[config.mk]
export PLATFORM = sky130hd
export DESIGN_NAME = hpxm_top
export DESIGN_NICKNAME = d
export VERILOG_FILES = /design/src/rtl/hpxm_sync.sv /design/src/rtl/hpxm_top.sv
export SDC_FILE = /design/constraint.sdc
export NUM_CORES = 1
export LEC_CHECK = 0
export BUFFER_PORTS_ARGS = -buffer_cell sky130_fd_sc_hd__buf_2
export CAP_MARGIN = 20
export CORE_ASPECT_RATIO = 1.25
export CORE_MARGIN = 1.5
export CORE_UTILIZATION = 40
export CTS_CLUSTER_DIAMETER = 30
export DETAILED_ROUTE_END_ITERATION = 16
export GPL_ROUTABILITY_DRIVEN = 0
export SYNTH_ARGS = -nofsm -noshare
export SYNTH_HDL_FRONTEND = slang
export SYNTH_SLANG_ARGS = --single-unit
export TNS_END_PERCENT = 5
[constraint.sdc]
create_clock -name clk -period 7.6 [get_ports clk]
set_input_delay 1.14 -clock clk [delete_from_list [all_inputs] [get_ports clk]]
set_output_delay 1.14 -clock clk [all_outputs]
set_load 0.01 [all_outputs]
[src/rtl/hpxm_sync.sv]
package hpxm_pkg;
  localparam int          NEXP       = 8;
  localparam int          NSLOT      = 16;
  localparam int          ADDR_W     = 7;
  localparam int          CLK_HZ     = 25_000_000;
  localparam int          UPDATE_MS  = 40;
  // Least interval in whole cycles: integer division truncates, no rounding up
  localparam int          UPDATE_INT = (CLK_HZ / 1000 * UPDATE_MS + 0) ;
  localparam logic [19:0] UPDATE_CYC = 20'(UPDATE_INT);
  localparam logic [7:0]  REG_INPUT  = 8'h00;
  localparam logic [7:0]  REG_OUTPUT = 8'h02;
  localparam logic [7:0]  REG_POLAR  = 8'h04;
  localparam logic [7:0]  REG_CONFIG = 8'h06;
  localparam logic [15:0] POLAR_NONE = 16'h0000;
  localparam logic [15:0] CONFIG_DIR = 16'h0F0F;
  localparam logic [15:0] READ_FILL  = 16'h0000;
  localparam logic [3:0]  IN_FILL    = 4'hF;
  localparam logic [7:0]  IN_IDLE    = 8'hFF;
  localparam logic [7:0]  ALL_EXP    = 8'hFF;
  localparam int          ST_WR_ERR  = 0;
  localparam int          ST_RD_ERR  = 1;
  typedef enum logic [1:0] {
    HPXM_IDLE  = 2'b00,
    HPXM_ISSUE = 2'b01,
    HPXM_WAIT  = 2'b10
  } hpxm_state_t;
  typedef enum logic [1:0] {
    HPXM_JOB_POLAR  = 2'b00,
    HPXM_JOB_WRITE  = 2'b01,
    HPXM_JOB_CONFIG = 2'b10,
    HPXM_JOB_READ   = 2'b11
  } hpxm_job_t;
endpackage : hpxm_pkg

`timescale 1ns/1ns
`default_nettype none
module hpxm_sync (
  input  wire logic clk,     // Core clock
  input  wire logic resetn,  // Async reset, active low
  input  wire logic d,       // Asynchronous level
  output logic      q        // Synchronised level
);
  logic meta_q;
  // Idle high so a released open-drain line reads inactive
  always_ff @(posedge clk or negedge resetn) begin
    if (!resetn) begin
      meta_q <= 1'b1;
      q      <= 1'b1;
    end else begin
      meta_q <= d;
      q      <= meta_q;
    end
  end
endmodule : hpxm_sync
`default_nettype wire

[src/rtl/hpxm_top.sv]
`timescale 1ns/1ns
`default_nettype none
module hpxm_top #(
  parameter logic [19:0] UPDATE_CYC = hpxm_pkg::UPDATE_CYC  // Cycles per update period
) (
  input  wire logic        clk,                   // Core clock, 25 MHz
  input  wire logic        resetn,                // Async reset, active low
  input  wire logic        expander_irq_n,        // Shared expander interrupt pin
  input  wire logic        gpio_alt_mode,         // Pin set to alternate function
  input  wire logic        fund_rst,              // Fundamental reset in progress
  input  wire logic        addr_cfg_valid,        // Expander addresses loaded
  input  wire logic [55:0] exp_addr,              // 7-bit address per expander
  input  wire logic [15:0] slot_attn_indicator,   // Internal attention indicator
  input  wire logic [15:0] slot_power_indicator,  // Internal power indicator
  input  wire logic [15:0] slot_power_enable,     // Internal power enable
  input  wire logic [15:0] slot_reset_n,          // Internal slot reset
  output logic [15:0]      slot_attn_button_n,    // Read attention button
  output logic [15:0]      slot_presence_n,       // Read presence detect
  output logic [15:0]      slot_power_fault_n,    // Read power fault
  output logic [15:0]      slot_power_good_n,     // Read power good
  output logic             cmd_valid,             // Transaction request
  input  wire logic        cmd_ready,             // SMBus engine takes request
  output logic             cmd_write,             // 1 write, 0 read
  output logic [6:0]       cmd_addr,              // Expander address
  output logic [7:0]       cmd_reg,               // First expander register
  output logic [15:0]      cmd_data,              // Two-byte write data
  input  wire logic        rsp_valid,             // Transaction finished
  input  wire logic        rsp_error,             // Transaction failed
  input  wire logic [15:0] rsp_data,              // Two-byte read data
  input  wire logic [1:0]  status_clr,            // Clear status bits
  output logic [1:0]       smbus_status_reg       // Sticky write/read error
);
  localparam int NEXP = hpxm_pkg::NEXP;

  hpxm_pkg::hpxm_state_t state_q;
  hpxm_pkg::hpxm_job_t   job_q, init_step_q, pick_job;
  logic [2:0]   rr_q;
  logic [2:0]   cur_q;
  logic         init_job_q;
  logic         running_q;
  logic         fund_rst_q;
  logic [7:0]   init_need_q;
  logic [7:0]   read_need_q;
  logic [19:0]  rd_cnt_q;
  logic [1:0]   status_q;
  logic         irq_n_s;
  logic [15:0]  out_word [NEXP];
  logic [15:0]  shadow_q [NEXP];
  logic [7:0]   in_q     [NEXP];
  logic [19:0]  wr_cnt_q [NEXP];
  logic [6:0]   addr_arr [NEXP];
  logic [7:0]   wr_ok, need;

  hpxm_sync u_irq_sync (
    .clk    (clk),
    .resetn (resetn),
    .d      (expander_irq_n),
    .q      (irq_n_s)
  );

  wire irq_req      = gpio_alt_mode & ~irq_n_s;
  wire start_init   = fund_rst_q & ~fund_rst & addr_cfg_valid;
  wire rd_ok        = (rd_cnt_q == UPDATE_CYC);
  wire sweep_start  = running_q & irq_req & rd_ok &
                      (read_need_q == 8'h00) & (init_need_q == 8'h00);
  wire cmd_fire     = (state_q == hpxm_pkg::HPXM_ISSUE) & cmd_ready;
  wire rsp_take     = (state_q == hpxm_pkg::HPXM_WAIT) & rsp_valid;
  wire rsp_good     = rsp_take & ~rsp_error;
  wire init_more    = init_job_q & (job_q != hpxm_pkg::HPXM_JOB_READ);
  wire pick_fire    = (state_q == hpxm_pkg::HPXM_IDLE) & running_q & ~fund_rst & need[rr_q];
  wire job_done     = rsp_take & ~init_more;
  wire wr_ok_cur    = wr_ok[cur_q];
  wire [15:0] out_word_cur = out_word[rr_q];
  wire [1:0]  err_set;
  assign err_set[hpxm_pkg::ST_WR_ERR] = rsp_take & rsp_error & cmd_write;
  assign err_set[hpxm_pkg::ST_RD_ERR] = rsp_take & rsp_error & ~cmd_write;

  assign pick_job = init_need_q[rr_q] ? init_step_q :
                    read_need_q[rr_q] ? hpxm_pkg::HPXM_JOB_READ : hpxm_pkg::HPXM_JOB_WRITE;
  assign cmd_valid        = (state_q == hpxm_pkg::HPXM_ISSUE);
  assign smbus_status_reg = status_q;

  genvar e;
  generate
    for (e = 0; e < NEXP; e++) begin : g_exp
      localparam int SA = (e / 2) * 4 + (e % 2);
      localparam int SB = SA + 2;
      wire hit = (cur_q == 3'(e));
      assign addr_arr[e] = exp_addr[e*7 +: 7];
      // Output nibble above input nibble, slot x low byte, slot x+2 high byte
      assign out_word[e] = {slot_reset_n[SB], slot_power_enable[SB],
                            slot_power_indicator[SB], slot_attn_indicator[SB],
                            hpxm_pkg::IN_FILL,
                            slot_reset_n[SA], slot_power_enable[SA],
                            slot_power_indicator[SA], slot_attn_indicator[SA],
                            hpxm_pkg::IN_FILL};
      assign slot_attn_button_n[SA] = in_q[e][0];
      assign slot_presence_n[SA]    = in_q[e][1];
      assign slot_power_fault_n[SA] = in_q[e][2];
      assign slot_power_good_n[SA]  = in_q[e][3];
      assign slot_attn_button_n[SB] = in_q[e][4];
      assign slot_presence_n[SB]    = in_q[e][5];
      assign slot_power_fault_n[SB] = in_q[e][6];
      assign slot_power_good_n[SB]  = in_q[e][7];
      assign wr_ok[e] = (wr_cnt_q[e] == UPDATE_CYC);
      // Mismatch drives a write; a failed write retries next period
      assign need[e] = init_need_q[e] | read_need_q[e] |
                       ((out_word[e] != shadow_q[e]) & wr_ok[e]);
      always_ff @(posedge clk or negedge resetn) begin
        if (!resetn) begin
          wr_cnt_q[e] <= UPDATE_CYC;
          shadow_q[e] <= 16'h0000;
          in_q[e]     <= hpxm_pkg::IN_IDLE;
        end else begin
          if (hit && cmd_fire && cmd_write)
            wr_cnt_q[e] <= 20'h0_0000;
          else if (!wr_ok[e])
            wr_cnt_q[e] <= wr_cnt_q[e] + 20'h0_0001;
          if (hit && rsp_good && job_q == hpxm_pkg::HPXM_JOB_WRITE)
            shadow_q[e] <= cmd_data;
          if (hit && rsp_good && job_q == hpxm_pkg::HPXM_JOB_READ)
            in_q[e] <= {rsp_data[11:8], rsp_data[3:0]};
        end
      end
    end
  endgenerate

  always_ff @(posedge clk or negedge resetn) begin
    if (!resetn) begin
      state_q     <= hpxm_pkg::HPXM_IDLE;
      job_q       <= hpxm_pkg::HPXM_JOB_READ;
      init_step_q <= hpxm_pkg::HPXM_JOB_POLAR;
      init_job_q  <= 1'b0;
      rr_q        <= 3'h0;
      cur_q       <= 3'h0;
      cmd_write   <= 1'b0;
      cmd_addr    <= 7'h00;
      cmd_reg     <= 8'h00;
      cmd_data    <= 16'h0000;
    end else begin
      unique case (state_q)
        hpxm_pkg::HPXM_IDLE: begin
          if (pick_fire) begin
            state_q    <= hpxm_pkg::HPXM_ISSUE;
            cur_q      <= rr_q;
            job_q      <= pick_job;
            init_job_q <= init_need_q[rr_q];
            cmd_addr   <= addr_arr[rr_q];
            cmd_write  <= (pick_job != hpxm_pkg::HPXM_JOB_READ);
            unique case (pick_job)
              hpxm_pkg::HPXM_JOB_POLAR: begin
                cmd_reg  <= hpxm_pkg::REG_POLAR;
                cmd_data <= hpxm_pkg::POLAR_NONE;
              end
              hpxm_pkg::HPXM_JOB_WRITE: begin
                cmd_reg  <= hpxm_pkg::REG_OUTPUT;
                cmd_data <= out_word_cur;
              end
              hpxm_pkg::HPXM_JOB_CONFIG: begin
                cmd_reg  <= hpxm_pkg::REG_CONFIG;
                cmd_data <= hpxm_pkg::CONFIG_DIR;
              end
              hpxm_pkg::HPXM_JOB_READ: begin
                cmd_reg  <= hpxm_pkg::REG_INPUT;
                cmd_data <= hpxm_pkg::READ_FILL;
              end
            endcase
          end else if (!(running_q && need[rr_q])) begin
            rr_q <= rr_q + 3'h1;
          end
        end
        hpxm_pkg::HPXM_ISSUE: begin
          if (cmd_ready)
            state_q <= hpxm_pkg::HPXM_WAIT;
        end
        hpxm_pkg::HPXM_WAIT: begin
          if (rsp_valid) begin
            state_q <= hpxm_pkg::HPXM_IDLE;
            if (init_more) begin
              init_step_q <= (job_q == hpxm_pkg::HPXM_JOB_POLAR) ? hpxm_pkg::HPXM_JOB_WRITE :
                             (job_q == hpxm_pkg::HPXM_JOB_WRITE) ? hpxm_pkg::HPXM_JOB_CONFIG :
                                                                   hpxm_pkg::HPXM_JOB_READ;
            end else begin
              init_step_q <= hpxm_pkg::HPXM_JOB_POLAR;
              rr_q        <= cur_q + 3'h1;
            end
          end
        end
        default: state_q <= hpxm_pkg::HPXM_IDLE;
      endcase
    end
  end

  // Fundamental reset only stops new work; expander outputs keep their state
  always_ff @(posedge clk or negedge resetn) begin
    if (!resetn) begin
      fund_rst_q  <= 1'b1;
      running_q   <= 1'b0;
      init_need_q <= 8'h00;
      read_need_q <= 8'h00;
      rd_cnt_q    <= UPDATE_CYC;
      status_q    <= 2'b00;
    end else begin
      fund_rst_q <= fund_rst;
      if (fund_rst)
        running_q <= 1'b0;
      else if (start_init)
        running_q <= 1'b1;
      if (start_init)
        init_need_q <= hpxm_pkg::ALL_EXP;
      else if (job_done && init_job_q)
        init_need_q[cur_q] <= 1'b0;
      if (sweep_start)
        read_need_q <= hpxm_pkg::ALL_EXP;
      else if (job_done && !init_job_q && job_q == hpxm_pkg::HPXM_JOB_READ)
        read_need_q[cur_q] <= 1'b0;
      if (sweep_start)
        rd_cnt_q <= 20'h0_0000;
      else if (!rd_ok)
        rd_cnt_q <= rd_cnt_q + 20'h0_0001;
      status_q <= (status_q & ~status_clr) | err_set;
    end
  end
endmodule : hpxm_top
`default_nettype wire

---- Word level (Yosys, flattened, before mapping) ----
Index checks and enable logic that the tools add are counted.
storage, ports and cells
  register bits ........................... 439
  bits of input ports ..................... 147
  output and inout bits ................... 99
operators by class
  $add $sub $neg .......................... 11
  $lt $le $gt $ge ......................... 4
  equal/unequal tests ..................... 48
  mux-type cells .......................... 54
  bitwise operators ....................... 54
  reductions and logical operators ........ 61
operator list
  operator                                                              number
  20-bit two-way mux                                                    18
  20-bit by 1-bit adder with 20-bit output, second input constant       9
  20-bit equality test, second input constant                           9
  16-bit != test                                                        8
  16-bit binary-select mux with 3-bit select                            1
  16-bit case mux with 3 select lines                                   1
  1-bit logical AND                                                     45
  16-bit two-way mux                                                    2
  8-bit two-way mux                                                     4
  8-bit case mux with 4 select lines                                    1
  1-bit AND                                                             26
  7-bit binary-select mux with 3-bit select                             1
  2-bit by 1-bit != test with 1-bit output, second input constant       10
  8-bit AND                                                             2
  8-bit zero test                                                       2
  1-bit OR                                                              16
  2-bit two-way mux                                                     7
  7-bit two-way mux                                                     2
  2-bit != test, second input constant                                  7
  3-bit equality test, second input constant                            4
  3-bit two-way mux                                                     4
  1-bit binary-select mux with 3-bit select                             3
  2-bit equality test, second input constant                            4
  3-bit by 4-bit < comparator with 1-bit output, second input constant  2
  24 further kinds                                                      44

---- Depth between registers and ports, before layout ----
  depth in word-level cells ............... 9
  mapped depth ............................ 11
  depth with buffers taken out ............ 9

---- Cells and area by module ----
From an unflattened synthesis, not the netlist that was laid out.
unflattened totals
  cells, all modules ...................... 1674
  area, all modules ....................... 18489.0 um^2
modules (own cells, without submodules)
  module     instances  cells an instance  area an instance (um^2)  sequential area each (um^2)
  hpxm_top   1          1672               18436.4                  9346.5
  hpxm_sync  1          2                  52.6                     52.6

---- Worst setup path after synthesis ----
No wires, ideal clock.
  kind .................................... reg2reg
  from .................................... reg rr_q[0]
  to ...................................... reg cmd_data[15]
  data arrival time ....................... 2909 ps
  required time ........................... 7475 ps
  setup slack ............................. 4566 ps
  stages on the path, launching flop included .. 11
  path buffers ............................ 2
  period minus slack after synthesis ...... 3034 ps
  cells stage by stage .................... dfrtp_1 -> clkbuf_1 -> buf_1 -> mux4_2 -> mux2i_1 -> nor2_1 -> a31oi_1 -> inv_1 -> ha_1 -> a21boi_0 -> mux2_4
between the ends
  word-level cells in the longest chain between the ends .. 7
RTL lines
  element                                                 RTL line         text
  start: declaration                                      hpxm_top.sv:37   logic [2:0] rr_q;
  start signal: assignment                                hpxm_top.sv:169  rr_q <= rr_q + 3'h1;
  start signal: assignment                                hpxm_top.sv:185  rr_q <= cur_q + 3'h1;
  1-bit binary-select mux with 3-bit select               hpxm_top.sv:79   read_need_q[rr_q] ? hpxm_pkg::HPXM_JOB_READ : hpxm_pkg::HPXM_JOB_WRITE;
  1-bit two-way mux (not written as such)                 hpxm_top.sv:79
  2-bit two-way mux                                       hpxm_top.sv:79
  2-bit two-way mux (*)                                   hpxm_top.sv:78   assign pick_job = init_need_q[rr_q] ? init_step_q :
  net pick_job[1]                                         hpxm_top.sv:36   hpxm_pkg::hpxm_job_t job_q, init_step_q, pick_job;
  2-bit equality test or 2-bit zero test (tied branches)  hpxm_top.sv:150  unique case (pick_job)
  2-bit OR reduction (no line)                            -
  16-bit case mux with 3 select lines (*)                 hpxm_top.sv:150
  end signal: assignment                                  hpxm_top.sv:153  cmd_data <= hpxm_pkg::POLAR_NONE;
  end signal: assignment                                  hpxm_top.sv:157  cmd_data <= out_word_cur;
  end signal: assignment                                  hpxm_top.sv:161  cmd_data <= hpxm_pkg::CONFIG_DIR;
  end: declaration                                        hpxm_top.sv:26   output logic [15:0] cmd_data,
Mark *: on every way through the listed nets, which the timed path passes. The rest lies on a longest branch. The select of a mux whose other input is x is not followed.
A chain may end at the register's enable or synchronous reset.

---- Worst setup path after layout ----
  from .................................... in slot_reset_n[7]
  to ...................................... reg cmd_data[7]
between the ends
  word-level cells in the longest chain between the ends .. 7
RTL lines
  element                                    RTL line         text
  start: declaration                         hpxm_top.sv:16   input wire logic [15:0] slot_reset_n,
  16-bit != test                             hpxm_top.sv:108  ((out_word[e] != shadow_q[e]) & wr_ok[e]);
  1-bit AND                                  hpxm_top.sv:108
  1-bit OR                                   hpxm_top.sv:107  assign need[e] = init_need_q[e] | read_need_q[e] |
  1-bit binary-select mux with 3-bit select  hpxm_top.sv:70   wire pick_fire = (state_q == hpxm_pkg::HPXM_IDLE) & running_q & ~fund_rst & need[rr_q];
  1-bit two-way mux (not written as such)    hpxm_top.sv:70
  1-bit AND                                  hpxm_top.sv:70
  2-bit AND reduction (no line)              -
No other way between the ends. The select of a mux whose other input is x is not followed.

==> metrics <==
M3 GR Usage=0.04416; commonest non-fill, non-tap cell in the layout=dfrtp_1; Chip Width=195.4 um; register share of total power=0.348; CP bufs+invs=1; Final min period=3426 ps; fin crit share=0.4509; Top Usage Layer GRT=met2; first-pass GRT wire length=74,090 um; min setup slack post-route=4174 ps; DRT iter0 DRCs=677; slowest CP cell=a22oi_4; Cells after Synth=1,665; Pwr Density=337.2 nW/um2; WHS=357.9 ps; CTS tree=built; Main synth FF type=dfrtp_1; DRT Wirelength=45,580 um; Synth area leader=dfrtp_1; Crit Path Category=in -> reg; core region area=45,390 um2; clock buffer count from CTS=81; CTS max path bufs=3; max cap viols=0; Critical Path RT=8070 ps; port buffer count=231; IO Pins=246; placed instance area=20,280 um2; CP max FO=25; Synth top area share=0.3205; CTS H-tree depth=3; Int Pwr=5.493 mW; Setup TNS=0 ps; max reg flops=160; # diodes=0; clock transition at the registers of the reported paths=50 ps; initial antenna violation count=1; outcome=finished clean; gr usage total=0.1950; hold crit path type=reg -> reg; number of synthesized flops with an enable pin=0; Finished Layout Cells=2,593; Worst-Skew Late Latency=600 ps; global-route track usage on met2=0.3162; Psw=2.332 mW; Util after Layout=0.5113; Clock Sinks=369; vias=13,520; most frequent cells in the layout=dfrtp_1, buf_2, nor2_1; hold_buf cts=0; Biggest register=wr_cnt_q; Post-CTS Setup Bufs=0; unrepaired setup endpoints after global routing=false; CP Launch Type=input port; pre-CTS worst setup slack=3622 ps; Final setup viols=0; clock root cell=clkbuf_16; power share of the combinational group=0.187; sequential area share after synthesis=0.5079; Synth cell types=59; Synth-to-Final Area Change=25.41%; DR DRC count=0; die area=47,570 um2; Leak Pwr=10.54 nW; Rows=87; crit path capture type=flip-flop; 1st-pass router iterations=5; Mean Syn Cell Area=11.12 um2; pin count of the biggest net entering global routing=164; post_cts resized=0; Fin. Hold Viols=0; Clock Power Share=0.465; vias in the first global route=13,880; DR WL/cell=17.58 um; Inst Count DP=2,438; delay-heaviest family, CP=compound AO/OA/AOI/OAI gates; async set-reset flop share out of synthesis=1.000; Warnings, synthesis=0; final instance area=23,210 um2; Initial Util=0.4077; Sw Ratio=0.2981; layout cells sized above 1=0.3638; Total Power=7.826 mW; worst stage delay on the critical path=900 ps; slew of the pin with the lowest slew margin=1146 ps; grt ovf=0; DP Wirelength=31,430 um; post-synthesis instance area=18,510 um2; Setup Skew=31.47 ps; critical path cell sequence=buf_2, xnor2_1, nand4_1, nor4_1, a311oi_2, a32o_2, a22oi_4, mux2_2; Area contributors post-synth=dfrtp_1, dfstp_2, mux2_2; worst vdd ir=0.2527 mV; #FFs+latches synth=369; Die Ht=243.5 um; Nets=2,117; Max Freq=0.2918 GHz; relative slew slack=0.2360; Top Registers=wr_cnt_q (160), shadow_q (72), rd_cnt_q (20); Layout fillers=4,024; final slew viol count=0; via/cell ratio=5.214; met1 Usage GRT=0.2557; arrival time at the worst endpoint=3900 ps; Post-DRT Antenna Nets=0
==> cell type report <==
class,instances,area [um2],area share
sequential,369,9402,0.4051
multi-input combinational,1198,8668,0.3735
clock buffer,103,2221,0.09569
timing repair buffer,253,1376,0.05930
tap,578,723.2,0.03116
clock inverter,48,654.4,0.02819
inverter,44,165.2,0.007116
==> cell usage after synthesis, types with 2 or more instances <==
master	count
dfrtp_1	237
a21boi_0	9
or3_1	18
ha_1	23
nor4_1	21
mux2i_1	6
xnor2_1	110
buf_6	2
nor4b_1	8
nor3_1	19
buf_2	3
nand2_1	142
nand4_1	53
clkbuf_1	36
nor2b_1	9
nand3b_1	7
a211oi_1	2
inv_1	43
nand3_1	76
nand2b_1	4
or4_1	10
buf_1	4
and3_1	34
and2_1	9
a21o_1	2
a22o_1	2
o21ai_0	41
xor2_1	101
dfstp_2	132
mux2_4	15
or2_2	4
buf_4	14
nor2_1	216
and4_1	8
o31ai_1	2
nor4bb_1	2
mux4_2	34
mux2_2	146
nand4b_1	8
a31oi_1	4
a21oi_1	30
a211o_1	2
==> per-layer routing <==
layer,share of wire,wire (um)
met3,0.049,2242
met4,0.024,1095
met2,0.49,22190
met1,0.44,20040
met5,0.00022,10
==> power by group through the flow <==
| stage | Sequential, mW | Combinational [mW] | Clock [mW] |
|---|---|---|---|
| 6_report | 2.72 | 1.46 | 3.64 |
| 5_1_grt | 2.78 | 1.63 | 3.82 |
| 4_1_cts | 2.74 | 1.45 | 3.71 |
| 3_5_place_dp | 2.77 | 1.44 | 0 |
| 3_3_place_gp | 2.76 | 1.41 | 0 |
| 2_1_floorplan | 2.59 | 1.10 | 0 |
==> cell families after synthesis <==
group / after synthesis / share of synthesized area
mux: 201 / 0.1456
fa+ha+maj: 23 / 0.01555
buf+inv: 103 / 0.02474
other cells: 1 / 0.0002026
simple gates: 653 / 0.1714
flops: 369 / 0.5079
compound gates: 104 / 0.03475
xor+xnor: 211 / 0.09986
==> final timing paths <==
check / startpoint / cells past startpoint / endpoint / slack (ps)
max: slot_reset_n[7] / 8 / cmd_data[7] / 4170
min: u_irq_sync.meta_q / 0 / u_irq_sync.q / 360
min in group asynchronous: resetn / 1 / wr_cnt_q[150] / 610
min reg2reg: u_irq_sync.meta_q / 0 / u_irq_sync.q / 360
max in group asynchronous: resetn / 3 / wr_cnt_q[56] / 5420
max reg2reg: wr_cnt_q[54] / 7 / cmd_addr[3] / 4220
No activity file was read; power rests on OpenSTA's default activity.
